**src/common/sleep_defs.svh**
```systemverilog
// timing and encoding constants for the block sleep interface
`ifndef SLEEP_DEFS_SVH
`define SLEEP_DEFS_SVH

// clock rate of the manager and of the blocks, in MHz
`define SLP_CLK_MHZ 50
// cycles for which every sleep request is held low after a wake event
`define SLP_WAKE_CLEAR_CYCLES 4
// longest time a busy block may take to finish before sleeping, in us
`define SLP_FINISH_MAX_US 1000
// the same time in cycles; a longest time rounds down
`define SLP_FINISH_MAX_CYCLES (`SLP_FINISH_MAX_US * `SLP_CLK_MHZ)
// vendor test command that reads the sleep indicator
`define SLP_TAP_CMD_SLEEP 8'h07
// bit position of the sleep indicator in that command's answer
`define SLP_TAP_SLEEPING_BIT 1
// default segment layout
`define SLP_SEGS 2
`define SLP_PER_SEG 4

`endif

```
**src/common/sleep_pkg.sv**
```systemverilog
// types shared by the power manager and the block end
package sleep_pkg;

  // chip sleep state selected by the system sleep control field
  typedef enum logic [1:0] {
    HEAVY_SLEEP_1 = 2'b00,
    HEAVY_SLEEP_2 = 2'b01,
    HEAVY_SLEEP_3 = 2'b10,
    DEEPEST_SLEEP = 2'b11
  } sleep_state_t;

  // power manager sequencing
  typedef enum logic [1:0] {
    PM_RUN = 2'b00,
    PM_SLEEP = 2'b01,
    PM_WAKE = 2'b10
  } pm_state_t;

endpackage

```
**src/common/sleep_if.sv**
```systemverilog
// sleep interface between the power manager and the peripheral blocks
`timescale 1ns/1ns
interface sleep_if #(
  parameter int SEGS = 2,
  parameter int PER_SEG = 4
);
  localparam int N = SEGS * PER_SEG;
  // block index is seg * PER_SEG + position in segment
  logic [N-1:0] sleep_en;
  logic [N-1:0] clk_req;
  logic [N-1:0] reset_en;

  modport pm (output sleep_en, output reset_en, input clk_req);
  modport blk (input sleep_en, input reset_en, output clk_req);
endinterface

```
**src/rtl/power_manager.sv**
```systemverilog
// central power manager: block sleep requests, chip sleep states, wake
`timescale 1ns/1ns
`include "sleep_defs.svh"
module power_manager import sleep_pkg::*; #(
  parameter int SEGS = `SLP_SEGS,
  parameter int PER_SEG = `SLP_PER_SEG,
  parameter int WAKE_CLEAR_CYCLES = `SLP_WAKE_CLEAR_CYCLES
) (
  // clock and standby-domain system reset
  input wire logic clk,
  input wire logic arst_n,
  // sleep interface to the blocks
  sleep_if.pm blocks,
  // firmware controls
  input wire logic [SEGS*PER_SEG-1:0] block_sleep_enable,
  input wire logic [SEGS*PER_SEG-1:0] reset_on_sleep,
  input wire logic sleep_all,
  input wire sleep_state_t system_sleep_control,
  input wire logic cpu_sleep_exec,
  input wire logic wake_irq_clear,
  // firmware status
  output logic [SEGS*PER_SEG-1:0] clk_required_status,
  output logic wake_irq,
  // wake sources from outside the clock domain
  input wire logic wake_event,
  input wire logic wake_irq_group,
  input wire logic wake_only_group,
  // chip test access port, arriving from the debug pins
  input wire logic tap_proc_access,
  input wire logic tap_cmd_valid,
  input wire logic [7:0] vendor_test_command,
  output logic [7:0] tap_read_data,
  // oscillator control and probe, chip sleep flag and latched sleep state
  input wire logic osc_probe_enable,
  output logic osc_enable,
  output logic osc_probe_output,
  output logic chip_sleeping,
  output sleep_state_t active_sleep_state
);
  localparam int N = SEGS * PER_SEG;
  localparam int AW = N + 5;
  localparam int WCW = $clog2(WAKE_CLEAR_CYCLES + 1);

  pm_state_t state;
  pm_state_t next_state;
  logic [AW-1:0] async_in;
  logic [AW-1:0] sync_a;
  logic [AW-1:0] sync_b;
  logic [AW-1:0] sync_c;
  logic [AW-1:0] filt;
  logic [AW-1:0] filt_q;
  logic [N-1:0] req_sync;
  logic [N-1:0] cmd_vec;
  logic wake_rise;
  logic irq_rise;
  logic only_rise;
  logic tap_rise;
  logic cmd_rise;
  logic wake_any;
  logic all_cmd;
  logic none_req;
  logic [WCW-1:0] wake_cnt;
  logic tap_read_hit;

  // every input from outside the domain except the test command byte, demand lines included
  assign async_in = {blocks.clk_req, wake_event, wake_irq_group, wake_only_group,
                     tap_proc_access, tap_cmd_valid};

  // three-stage capture per bit; a change counts once stages two and three agree
  for (genvar i = 0; i < AW; i++) begin : g_sync
    always_ff @(posedge clk or negedge arst_n) begin
      if (!arst_n) begin
        sync_a[i] <= 1'b0;
        sync_b[i] <= 1'b0;
        sync_c[i] <= 1'b0;
        filt[i] <= 1'b0;
      end else begin
        sync_a[i] <= async_in[i];
        sync_b[i] <= sync_a[i];
        sync_c[i] <= sync_b[i];
        if (sync_b[i] == sync_c[i]) begin
          filt[i] <= sync_c[i];
        end
      end
    end
  end

  // previous filtered values for edge detection
  always_ff @(posedge clk or negedge arst_n) begin
    if (!arst_n) begin
      filt_q <= '0;
    end else begin
      filt_q <= filt;
    end
  end

  assign req_sync = filt[AW-1:5];
  assign wake_rise = filt[4] & ~filt_q[4];
  assign irq_rise = filt[3] & ~filt_q[3];
  assign only_rise = filt[2] & ~filt_q[2];
  assign tap_rise = filt[1] & ~filt_q[1];
  assign cmd_rise = filt[0] & ~filt_q[0];
  // every wake source, debug access to the processor included
  assign wake_any = wake_rise | irq_rise | only_rise | tap_rise;

  // sleep everything by the global bit or by every block bit
  assign cmd_vec = block_sleep_enable | {N{sleep_all}};
  assign all_cmd = &cmd_vec;
  assign none_req = ~|req_sync;

  // state sequencing
  always_comb begin
    next_state = state;
    unique case (state)
      PM_RUN: begin
        if (wake_any) begin
          next_state = PM_WAKE;
        end else if (all_cmd && none_req && cpu_sleep_exec) begin
          next_state = PM_SLEEP;
        end
      end
      PM_SLEEP: begin
        // only a wake source leaves; power-on is the reset itself
        if (wake_any) begin
          next_state = PM_WAKE;
        end
      end
      PM_WAKE: begin
        if (wake_cnt == WCW'(1)) begin
          next_state = PM_RUN;
        end
      end
      default: begin
        next_state = PM_RUN;
      end
    endcase
  end

  // state register
  always_ff @(posedge clk or negedge arst_n) begin
    if (!arst_n) begin
      state <= PM_RUN;
    end else begin
      state <= next_state;
    end
  end

  // length of the momentary clear; a new wake restarts it
  always_ff @(posedge clk or negedge arst_n) begin
    if (!arst_n) begin
      wake_cnt <= '0;
    end else if (wake_any) begin
      wake_cnt <= WCW'(WAKE_CLEAR_CYCLES);
    end else if (wake_cnt != '0) begin
      wake_cnt <= wake_cnt - WCW'(1);
    end
  end

  // requests follow the programmed bits, forced low during the wake clear;
  // the programmed bits are never touched, so the restore is automatic
  always_ff @(posedge clk or negedge arst_n) begin
    if (!arst_n) begin
      blocks.sleep_en <= '0;
    end else if (next_state == PM_WAKE) begin
      blocks.sleep_en <= '0;
    end else begin
      blocks.sleep_en <= cmd_vec;
    end
  end

  // reset-on-sleep selection passed straight to each block
  always_ff @(posedge clk or negedge arst_n) begin
    if (!arst_n) begin
      blocks.reset_en <= '0;
    end else begin
      blocks.reset_en <= reset_on_sleep;
    end
  end

  // per-block status mirrors the synchronised demand
  always_ff @(posedge clk or negedge arst_n) begin
    if (!arst_n) begin
      clk_required_status <= '0;
    end else begin
      clk_required_status <= req_sync;
    end
  end

  // sleep state is latched on entry so a later write cannot change it mid-sleep
  always_ff @(posedge clk or negedge arst_n) begin
    if (!arst_n) begin
      active_sleep_state <= HEAVY_SLEEP_1;
    end else if (state == PM_RUN && next_state == PM_SLEEP) begin
      active_sleep_state <= system_sleep_control;
    end
  end

  // oscillator keeps running only in heavy sleep 1, for a short wake latency
  always_ff @(posedge clk or negedge arst_n) begin
    if (!arst_n) begin
      osc_enable <= 1'b1;
      chip_sleeping <= 1'b0;
    end else begin
      osc_enable <= (next_state != PM_SLEEP) ||
        (state == PM_RUN ? system_sleep_control : active_sleep_state) == HEAVY_SLEEP_1;
      chip_sleeping <= next_state == PM_SLEEP;
    end
  end

  // probe toggles each cycle while running; frozen once asleep
  always_ff @(posedge clk or negedge arst_n) begin
    if (!arst_n) begin
      osc_probe_output <= 1'b0;
    end else if (osc_probe_enable && state != PM_SLEEP) begin
      osc_probe_output <= ~osc_probe_output;
    end
  end

  // only the wake group interrupts the processor; firmware just clears it
  always_ff @(posedge clk or negedge arst_n) begin
    if (!arst_n) begin
      wake_irq <= 1'b0;
    end else if (irq_rise) begin
      wake_irq <= 1'b1;
    end else if (wake_irq_clear) begin
      wake_irq <= 1'b0;
    end
  end

  // sleep indicator read; a read is not a wake source, so sleep is untouched.
  // limitation: the real port answers on its own clock, this one needs clk
  assign tap_read_hit = cmd_rise && vendor_test_command == `SLP_TAP_CMD_SLEEP;
  always_ff @(posedge clk or negedge arst_n) begin
    if (!arst_n) begin
      tap_read_data <= 8'h00;
    end else if (tap_read_hit) begin
      tap_read_data <= 8'h00;
      tap_read_data[`SLP_TAP_SLEEPING_BIT] <= state == PM_SLEEP;
    end
  end

endmodule // power_manager

```
**src/flat_wrapper.sv**
```systemverilog
// flat-port wrapper written by rule: the top's interface ports become plain ports
module power_manager_flat import sleep_pkg::*;
#(
  parameter int SEGS = `SLP_SEGS,
  parameter int PER_SEG = `SLP_PER_SEG,
  parameter int WAKE_CLEAR_CYCLES = `SLP_WAKE_CLEAR_CYCLES
)
  (clk, arst_n, block_sleep_enable, reset_on_sleep, sleep_all, system_sleep_control, cpu_sleep_exec, wake_irq_clear, clk_required_status, wake_irq, wake_event, wake_irq_group, wake_only_group, tap_proc_access, tap_cmd_valid, vendor_test_command, tap_read_data, osc_probe_enable, osc_enable, osc_probe_output, chip_sleeping, active_sleep_state, blocks_sleep_en, blocks_reset_en, blocks_clk_req);
  sleep_if #(.SEGS(SEGS), .PER_SEG(PER_SEG)) blocks_i ();
  input wire logic clk;
  input wire logic arst_n;
  input wire logic [SEGS*PER_SEG-1:0] block_sleep_enable;
  input wire logic [SEGS*PER_SEG-1:0] reset_on_sleep;
  input wire logic sleep_all;
  input wire sleep_state_t system_sleep_control;
  input wire logic cpu_sleep_exec;
  input wire logic wake_irq_clear;
  output logic [SEGS*PER_SEG-1:0] clk_required_status;
  output logic wake_irq;
  input wire logic wake_event;
  input wire logic wake_irq_group;
  input wire logic wake_only_group;
  input wire logic tap_proc_access;
  input wire logic tap_cmd_valid;
  input wire logic [7:0] vendor_test_command;
  output logic [7:0] tap_read_data;
  input wire logic osc_probe_enable;
  output logic osc_enable;
  output logic osc_probe_output;
  output logic chip_sleeping;
  output sleep_state_t active_sleep_state;
  output wire logic [$bits(blocks_i.sleep_en)-1:0] blocks_sleep_en;
  output wire logic [$bits(blocks_i.reset_en)-1:0] blocks_reset_en;
  input wire logic [$bits(blocks_i.clk_req)-1:0] blocks_clk_req;
  assign blocks_sleep_en = blocks_i.sleep_en;
  assign blocks_reset_en = blocks_i.reset_en;
  assign blocks_i.clk_req = blocks_clk_req;
  power_manager #(.SEGS(SEGS), .PER_SEG(PER_SEG), .WAKE_CLEAR_CYCLES(WAKE_CLEAR_CYCLES)) u_core (.clk(clk), .arst_n(arst_n), .blocks(blocks_i), .block_sleep_enable(block_sleep_enable), .reset_on_sleep(reset_on_sleep), .sleep_all(sleep_all), .system_sleep_control(system_sleep_control), .cpu_sleep_exec(cpu_sleep_exec), .wake_irq_clear(wake_irq_clear), .clk_required_status(clk_required_status), .wake_irq(wake_irq), .wake_event(wake_event), .wake_irq_group(wake_irq_group), .wake_only_group(wake_only_group), .tap_proc_access(tap_proc_access), .tap_cmd_valid(tap_cmd_valid), .vendor_test_command(vendor_test_command), .tap_read_data(tap_read_data), .osc_probe_enable(osc_probe_enable), .osc_enable(osc_enable), .osc_probe_output(osc_probe_output), .chip_sleeping(chip_sleeping), .active_sleep_state(active_sleep_state));
endmodule
```
**config.mk**
```make
export PLATFORM = sky130hd
export DESIGN_NAME = power_manager_flat
export DESIGN_NICKNAME = d
export VERILOG_FILES = /design/src/common/sleep_pkg.sv /design/src/common/sleep_if.sv /design/src/rtl/power_manager.sv /design/src/flat_wrapper.sv
export VERILOG_INCLUDE_DIRS = /design/src /design/src/common
export SDC_FILE = /design/constraint.sdc
export NUM_CORES = 1
export LEC_CHECK = 0
export ABC_AREA = 1
export BUFFER_PORTS_ARGS = -buffer_cell sky130_fd_sc_hd__buf_2
export CORE_MARGIN = 1.5
export CORE_UTILIZATION = 45
export CTS_BUF_LIST = sky130_fd_sc_hd__clkbuf_4 sky130_fd_sc_hd__clkbuf_8
export DETAILED_ROUTE_END_ITERATION = 8
export PLACE_DENSITY_LB_ADDON = 0.05
export RECOVER_POWER = 25
export SLEW_MARGIN = 10
export SYNTH_ARGS = -nofsm -noshare
export SYNTH_HDL_FRONTEND = slang
export SYNTH_SLANG_ARGS = --single-unit
```
**constraint.sdc**
```tcl
create_clock -name clk -period 3.2 [get_ports clk]
set_input_delay 0.16 -clock clk [delete_from_list [all_inputs] [get_ports clk]]
set_output_delay 0.16 -clock clk [all_outputs]
set_load 0.005 [all_outputs]
```
# == Word level (Yosys, flattened, before mapping) ==
# Index checks and enable logic that the tools add are counted.
# W data, S select, Z words.
# op_classes
n_reduce_logical,14
n_mux,11
n_eq_ne,21
n_bitwise,15
addsub,1
# ops
op,count
$eq A1 B1 Y1,13
$mux W2,5
$eq A8 B3 Y1 const B,1
$mux W8,1
$or A8 B8 Y8,1
$reduce_and A8 Y1,1
$reduce_or A8 Y1,1
$mux W3,2
$not A1 Y1,6
$pmux W2 S3,1
$and A1 B1 Y1,5
$logic_and A1 B1 Y1,5
$eq A2 B1 Y1 const B,2
$eq A2 B2 Y1 const B,2
$logic_not A2 Y1,2
$ne A2 B1 Y1 const B,2
$reduce_bool A2 Y1,2
$eq A3 B1 Y1 const B,1
$or A1 B1 Y1,3
$reduce_bool A3 Y1,1
$sub A3 B1 Y3 const B,1
$mux W1,2
$logic_not A1 Y1,1
$logic_or A1 B1 Y1,1
# totals
regBits,93
output_inout_bits,38
in_bits,45

# == Longest topological paths before layout ==
# Gate-level depths: netlist of the first run.
# logic_depth
ltp_word,9
ltp_mapped,8
depth_no_buf,8

# == Least setup slack after synthesis of the first run ==
# Ideal clock, no wire load.
# synth_path
path_type,register to register
start,register u_core.wake_cnt[1]
end,register u_core.blocks.sleep_en[0]
path_stages_with_launch,7
setup_time_ps,130
slack_ps,2084
arrival_ps,986
n_path_buf,0
synth_period_minus_slack_ps,1116
cell_sequence,dfrtp_1 > inv_1 > ha_1 > nand2_1 > nand2_1 > a21oi_2 > nor2_1
# synth_via
elab_chain_len,5
# synth_rtl
item,line_no,text
"start, declared",power_manager.sv:62,logic [WCW-1:0] wake_cnt;
"start signal, assigned",power_manager.sv:153,wake_cnt <= WCW'(WAKE_CLEAR_CYCLES);
"start signal, assigned",power_manager.sv:155,wake_cnt <= wake_cnt - WCW'(1);
$eq A3 B1 Y1,power_manager.sv:129,if (wake_cnt == WCW'(1)) begin
$mux W2,power_manager.sv:129,
$pmux W2 S3,power_manager.sv:114,unique case (state)
net u_core.next_state[1],power_manager.sv:45,pm_state_t next_state;
$eq A2 B2 Y1,power_manager.sv:164,end else if (next_state == PM_WAKE) begin
$mux W8,power_manager.sv:164,
"end signal, assigned",power_manager.sv:167,blocks.sleep_en <= cmd_vec;
"end, declared",sleep_if.sv:13,"modport pm (output sleep_en, output reset_en, input clk_req);"
# The timed path passes the listed nets, and every way through them passes these cells.
# A chain may end at the register's enable or synchronous reset.

# == Final worst setup path of the first run ==
# layout_path
start,register u_core.wake_cnt[1]
end,register u_core.blocks.sleep_en[2]
# The elaborated chain is that of the path after synthesis.

==> results of run 1 <==
[cell usage after synthesis]
master    instances
nor2_4            2
dfrtp_1          92
ha_1              3
o21ai_2           1
o211ai_1          1
buf_6             1
nor2_2            2
a211oi_1          1
nand3_1           2
a21oi_1           3
nor3b_1           1
dfstp_2           1
xnor2_1           1
nor4_1            1
inv_1            20
nor2_1           29
xor2_1            1
maj3_1           13
a21oi_2           1
nand3_2           1
nand4_1           2
nand2_2           1
nor3_4            1
buf_4             7
conb_1            1
nand2_1          20
o21ai_0           4
[power groups by stage]
stage	clock [mW]	sequential (mW)	combinational, mW
floorplan	0	1.34	0.117
global placement	0	1.35	0.222
detailed placement	0	1.35	0.228
CTS	0.819	1.32	0.249
global route	0.859	1.34	0.281
finish	0.784	1.32	0.243
[worst max-delay path, cell delays in order (launching register included)]
cell	delay, ps
dfrtp_1	350
inv_1	70
ha_1	180
nand2_1	60
nand2_1	60
a21oi_2	340
nor2_1	90
[area by class of cell]
class                   count  area share, %
inverters                  20           1.93
repair buffers             99           15.8
flip-flops and latches     93           59.9
clock inverters             7           2.12
multi-input cells          98           14.6
well taps                  77           2.48
clock buffers               9           3.19
[registers in the layout, indices dropped and copies added (netlist names)]
register / cells
u_core.filt: 13
u_core.sync_a: 13
u_core.sync_b: 13
u_core.sync_c: 13
u_core.blocks.reset_en: 8
u_core.blocks.sleep_en: 8
u_core.clk_required_status: 8
u_core.filt_q: 5
u_core.wake_cnt: 3
u_core.active_sleep_state: 2
u_core.state: 2
u_core.chip_sleeping: 1
u_core.osc_enable: 1
u_core.osc_probe_output: 1
u_core.tap_read_data: 1
u_core.wake_irq: 1
[metal layers]
metal	up-vias	share of wire [%]	global-route usage (%)
met5	-	0	0
met3	10	7.7	5.01
li1	869	-	-
met2	63	47	23.1
met4	0	2.5	7.60
met1	848	42	17.7
[final timing paths]
path / startpoint / to / slack (ps) / depth (start not counted)
setup / recovery: u_core.wake_cnt[1] / u_core.blocks.sleep_en[2] / 1930 / 6
hold / removal: arst_n / u_core.filt[3] / -50 / 1
setup reg to reg: u_core.wake_cnt[1] / u_core.blocks.sleep_en[2] / 1930 / 6
hold reg to reg: u_core.sync_a[9] / u_core.sync_b[9] / 350 / 0
max in group asynchronous: arst_n / u_core.sync_b[5] / 2550 / 2
min in group clk: block_sleep_enable[3] / u_core.blocks.sleep_en[3] / 50 / 3
[logic make-up after synthesis]
logic type	after synthesis	share of synthesized area, %
fa+ha+maj	16	5.57
simple gates	62	9.56
xor+xnor	2	0.582
other cells	1	0.125
compound gates	11	2.24
flops	93	77.3
buf+inv	28	4.61
[placed cells by master (no fill, tap or decap), drive strengths merged]
cell type    Yosys  routed
ha               3       3
nor3             1       1
buf              8      77
inv             20      23
nand3            3       3
o21ai            5       5
clkinvlp         0       2
a211oi           1       1
nand4            2       2
dfstp            1       1
dfrtp           92      92
o211ai           1       1
maj3            13      13
nor4             1       1
nor2            33      33
conb             1       7
nand2           21      21
a21oi            4       4
bufinv           0       1
clkinv           0       1
clkbuf           0       9
dlygate4sd3      0      22
xnor2            1       1
xor2             1       1
nor3b            1       1
[what timing repair did]
| item | in CTS | in global routing |
|---|---|---|
| hold endpoints to repair | 22 | 0 |
| hold buffers | 22 | 0 |
| endpoints found under the setup margin | 0 | 0 |
[stage by stage]
step | cells | hold WS, ps | power (mW) | instance area, sq um | setup WS, ps
after global routing | 403 | 46.6 | 2.48 | 3890 | 1790
after detailed placement | 365 | 269 | 1.57 | 3460 | 1930
final | 403 | -50.0 | 2.35 | 3890 | 1930
after floorplan | 219 | -136 | 1.46 | 3030 | 2080
after global placement | 365 | 268 | 1.57 | 3460 | 1960
after CTS | 403 | 11.8 | 2.39 | 3890 | 1910
==> metrics, run 1 <==
power density cells 605 nW/um^2; clock root buffer clkbuf_8; Seq/Total Area, Yosys 77.3%; Slew Viols, Final 0; Yosys warning total 0; P_leak 1.93 nW; Routed Antenna Nets 0; syn avg cell area 14.1 sq um; Seq pwr share 56.3%; status finished with violations; post_cts resized 0; Fin. Hold Viols 38; Psw 0.586 mW; largest net degree at the start of global routing 86; layout cells sized above 1 31.6%; CTS tree yes; GRT Total Usage 14.5%; Yosys top cell by area dfrtp_1; final net count 369; Yosys top cell area share 76.4%; H-Tree Depth 3; vias in the first global route 1,858; WL final 4.56 mm; final setup vio count 0; Worst EP required 3430 ps; post-CTS setup buffers 0; Routability Congestion 0.680; kind of critical path reg -> reg; Yosys reg bits 93; crit-path max FO 9; IO Port Bufs 75; Final min period 1270 ps; Vias/cell 4.44; hold_ws -50.0 ps; RSZ-0062 raised after global routing false; failing checks DRC, hold timing; Mapped Cells 213; Setup TNS 0 ps; worst-skew pair later-pin latency 350 ps; Tcrit/Tclk final 39.8%; number of max-cap violations 0; iteration count of the initial detailed-routing pass 9; post-synthesis cell type count 27; number of fill cells 529; I/O pins 83; routed len/inst 11.3 microns; worst slew pin tran 991 ps; Worst-path clk slew 90 ps; Initial DRC Count 125; Switching Share 24.9%; Rel. slew slack 33.9%; Vias 1,790; Post-route DRC 7; diodes inserted 0; Syn-to-layout area delta 29.0%; # rows 29; Setup Skew 6.02 ps; Pint 1.76 mW; clk buf depth 2; Final Util 60.5%; initial antenna violation count 0; Setup crit start kind register; final HPWL from detailed placement 3.03 mm; HP Class in -> async; GR Overflow Total 0; Die ar. 7190 sq um; Num CTS Buffers 9; Die Y 84.8 microns; # clock sinks 93; Peak VDD IR 0.388 mV; mapped cell area 3010 sq um; Starting Density 46.9%; Max Fclk 786 MHz; Clock Power Share 33.4%; DIE WIDTH 84.8 microns; top area cells in the synthesized netlist dfrtp_1 (76%), maj3_1 (4.3%), nor2_1 (3.6%); Gate power share 10.3%; area taken by multi-input logic gates 567 sq um; CP endpoint kind register; core area 6420 sq um; first-pass GRT wire length 7.98 mm; Sequential Area 2330 sq um; crit path DAT 1500 ps
Power figures use the tool's default switching activity.
==> run 2, diff against run 1 <==
==> constraint.sdc (replaced) <==
create_clock -name clk -period 1.3 [get_ports clk]
set_input_delay 0.065 -clock clk [delete_from_list [all_inputs] [get_ports clk]]
set_output_delay 0.065 -clock clk [all_outputs]
set_load 0.005 [all_outputs]
==> metrics, run 2 (synthesis gave the netlist of run 1 again) <==
CP top delay family simple AND/OR/NAND/NOR gates; power density cells 1400 nW/um^2; GRT Total Usage 15.8%; Worst EP required 1570 ps; Vias 1,890; commonest non-fill, non-tap cells in the layout dfrtp_1 (92), buf_2 (74), dlygate4sd3_1 (36); WL final 5.14 mm; core area 6420 sq um; Routability Congestion 0.773; Die Y 84.8 microns; setup ws final 34.0 ps; HP Class in -> reg; worst path bufs/invs 1; diodes inserted 0; vias in the first global route 1,885; crit path DAT 1530 ps; Sequential Area 2330 sq um; Peak VDD IR 0.803 mV; CTS tree yes; largest net degree at the start of global routing 33; iteration count of the initial detailed-routing pass 9; H-Tree Depth 3; # rows 29; clock root buffer clkbuf_8; status finished with violations; Initial DRC Count 69; Fin. Hold Viols 0; P_leak 2.04 nW; final setup vio count 0; Routed Antenna Nets 0; commonest non-fill, non-tap cell in the layout dfrtp_1; number of fill cells 527; Max Fclk 790 MHz; worst-path cell chain nand2_2, o21ai_4, nor3_4, buf_6, a21oi_4, nor2_1; hold_ws 20.5 ps; Syn-to-layout area delta 37.7%; crit-path max FO 5; IO Port Bufs 75; I/O pins 83; number of max-cap violations 0; Slew Viols, Final 0; # clock sinks 93; Setup Skew 7.32 ps; Post-route DRC 8; Final min period 1270 ps; final HPWL from detailed placement 3.19 mm; layout cells sized above 1 34.5%; Setup crit start kind register; Vias/cell 4.45; worst slew pin tran 623 ps; final net count 392; clk buf depth 2; max incr delay on CP 420 ps; GR Overflow Total 0; Worst-path clk slew 90 ps; RSZ-0062 raised after global routing true; worst-skew pair later-pin latency 340 ps; failing checks DRC; area taken by multi-input logic gates 621 sq um; CP endpoint kind register; Die ar. 7190 sq um; initial antenna violation count 0; slowest CP cell dfrtp_1; first-pass GRT wire length 8.54 mm; kind of critical path reg -> reg; Starting Density 46.9%; post-place setup slack 47.1 ps; Num CTS Buffers 9; routed len/inst 12.1 microns; Tcrit/Tclk final 97.4%; Rel. slew slack 58.5%; DIE WIDTH 84.8 microns
==> run 2: cell types whose count changed in the layout (fill, tap and decap cells not counted), sizes merged <==
cell,change
a21oi,+1
inv,-2
buf,+7
clkinv,+1
clkbuf,+1
dlygate4sd3,+14
==> run 2: routing by layer <==
layer / track usage, % / part of all wire, %
met3: 4.23 / 5.1
met2: 24.4 / 48
met4: 8.64 / 2.2
met5: 0 / 0
met1: 20.5 / 45
==> run 2: layout make-up <==
class	instances	area share (%)
sequential	93	56.1
clock buffer	9	2.99
clock inverter	6	1.54
tap	77	2.32
multi-input combinational	99	15.0
timing repair buffer	121	20.2
inverter	20	1.81
==> run 2: worst paths after layout <==
kind,start,to,slack (ps),cells after the start
max in group asynchronous,arst_n,u_core.osc_enable,310,3
min,vendor_test_command[5],u_core.tap_read_data[1],20,4
min in group asynchronous,arst_n,u_core.filt_q[3],280,2
max,u_core.filt[3],u_core.blocks.sleep_en[2],30,6
min reg2reg,u_core.sync_a[10],u_core.sync_b[10],350,0
max reg2reg,u_core.filt[3],u_core.blocks.sleep_en[2],30,6
==> run 2: where the power goes <==
group / internal (mW) / switching, mW
clock: 0.878 / 0.933
sequential: 3.14 / 0.126
combinational: 0.366 / 0.353
==> run 2: stage by stage <==
stage | cells | utilization (%) | instance area [sq um] | TNS (ps) | total power, mW
2_1_floorplan | 219 | - | 3030 | 0 | 3.59
3_3_place_gp | 367 | 54.5 | 3500 | 0 | 3.88
3_5_place_dp | 367 | 54.5 | 3500 | 0 | 3.89
4_1_cts | 418 | 63.0 | 4050 | 0 | 5.81
5_1_grt | 425 | 64.6 | 4150 | -518 | 6.13
6_report | 425 | 64.6 | 4150 | 0 | 5.79
==> run 2: what timing repair did <==
action | 4_1_cts | 5_1_grt
hold buffers | 36 | 0
endpoints found under the hold margin | 127 | 0
setup endpoints to repair | 0 | 14
gates resized for setup | 0 | 13
setup buffers | 0 | 6
==> run 2: tightest hold or removal path: stages <==
cell and delay (ps):
buf_2 70, nor4_1 40, nand3_1 70, o21ai_0 70
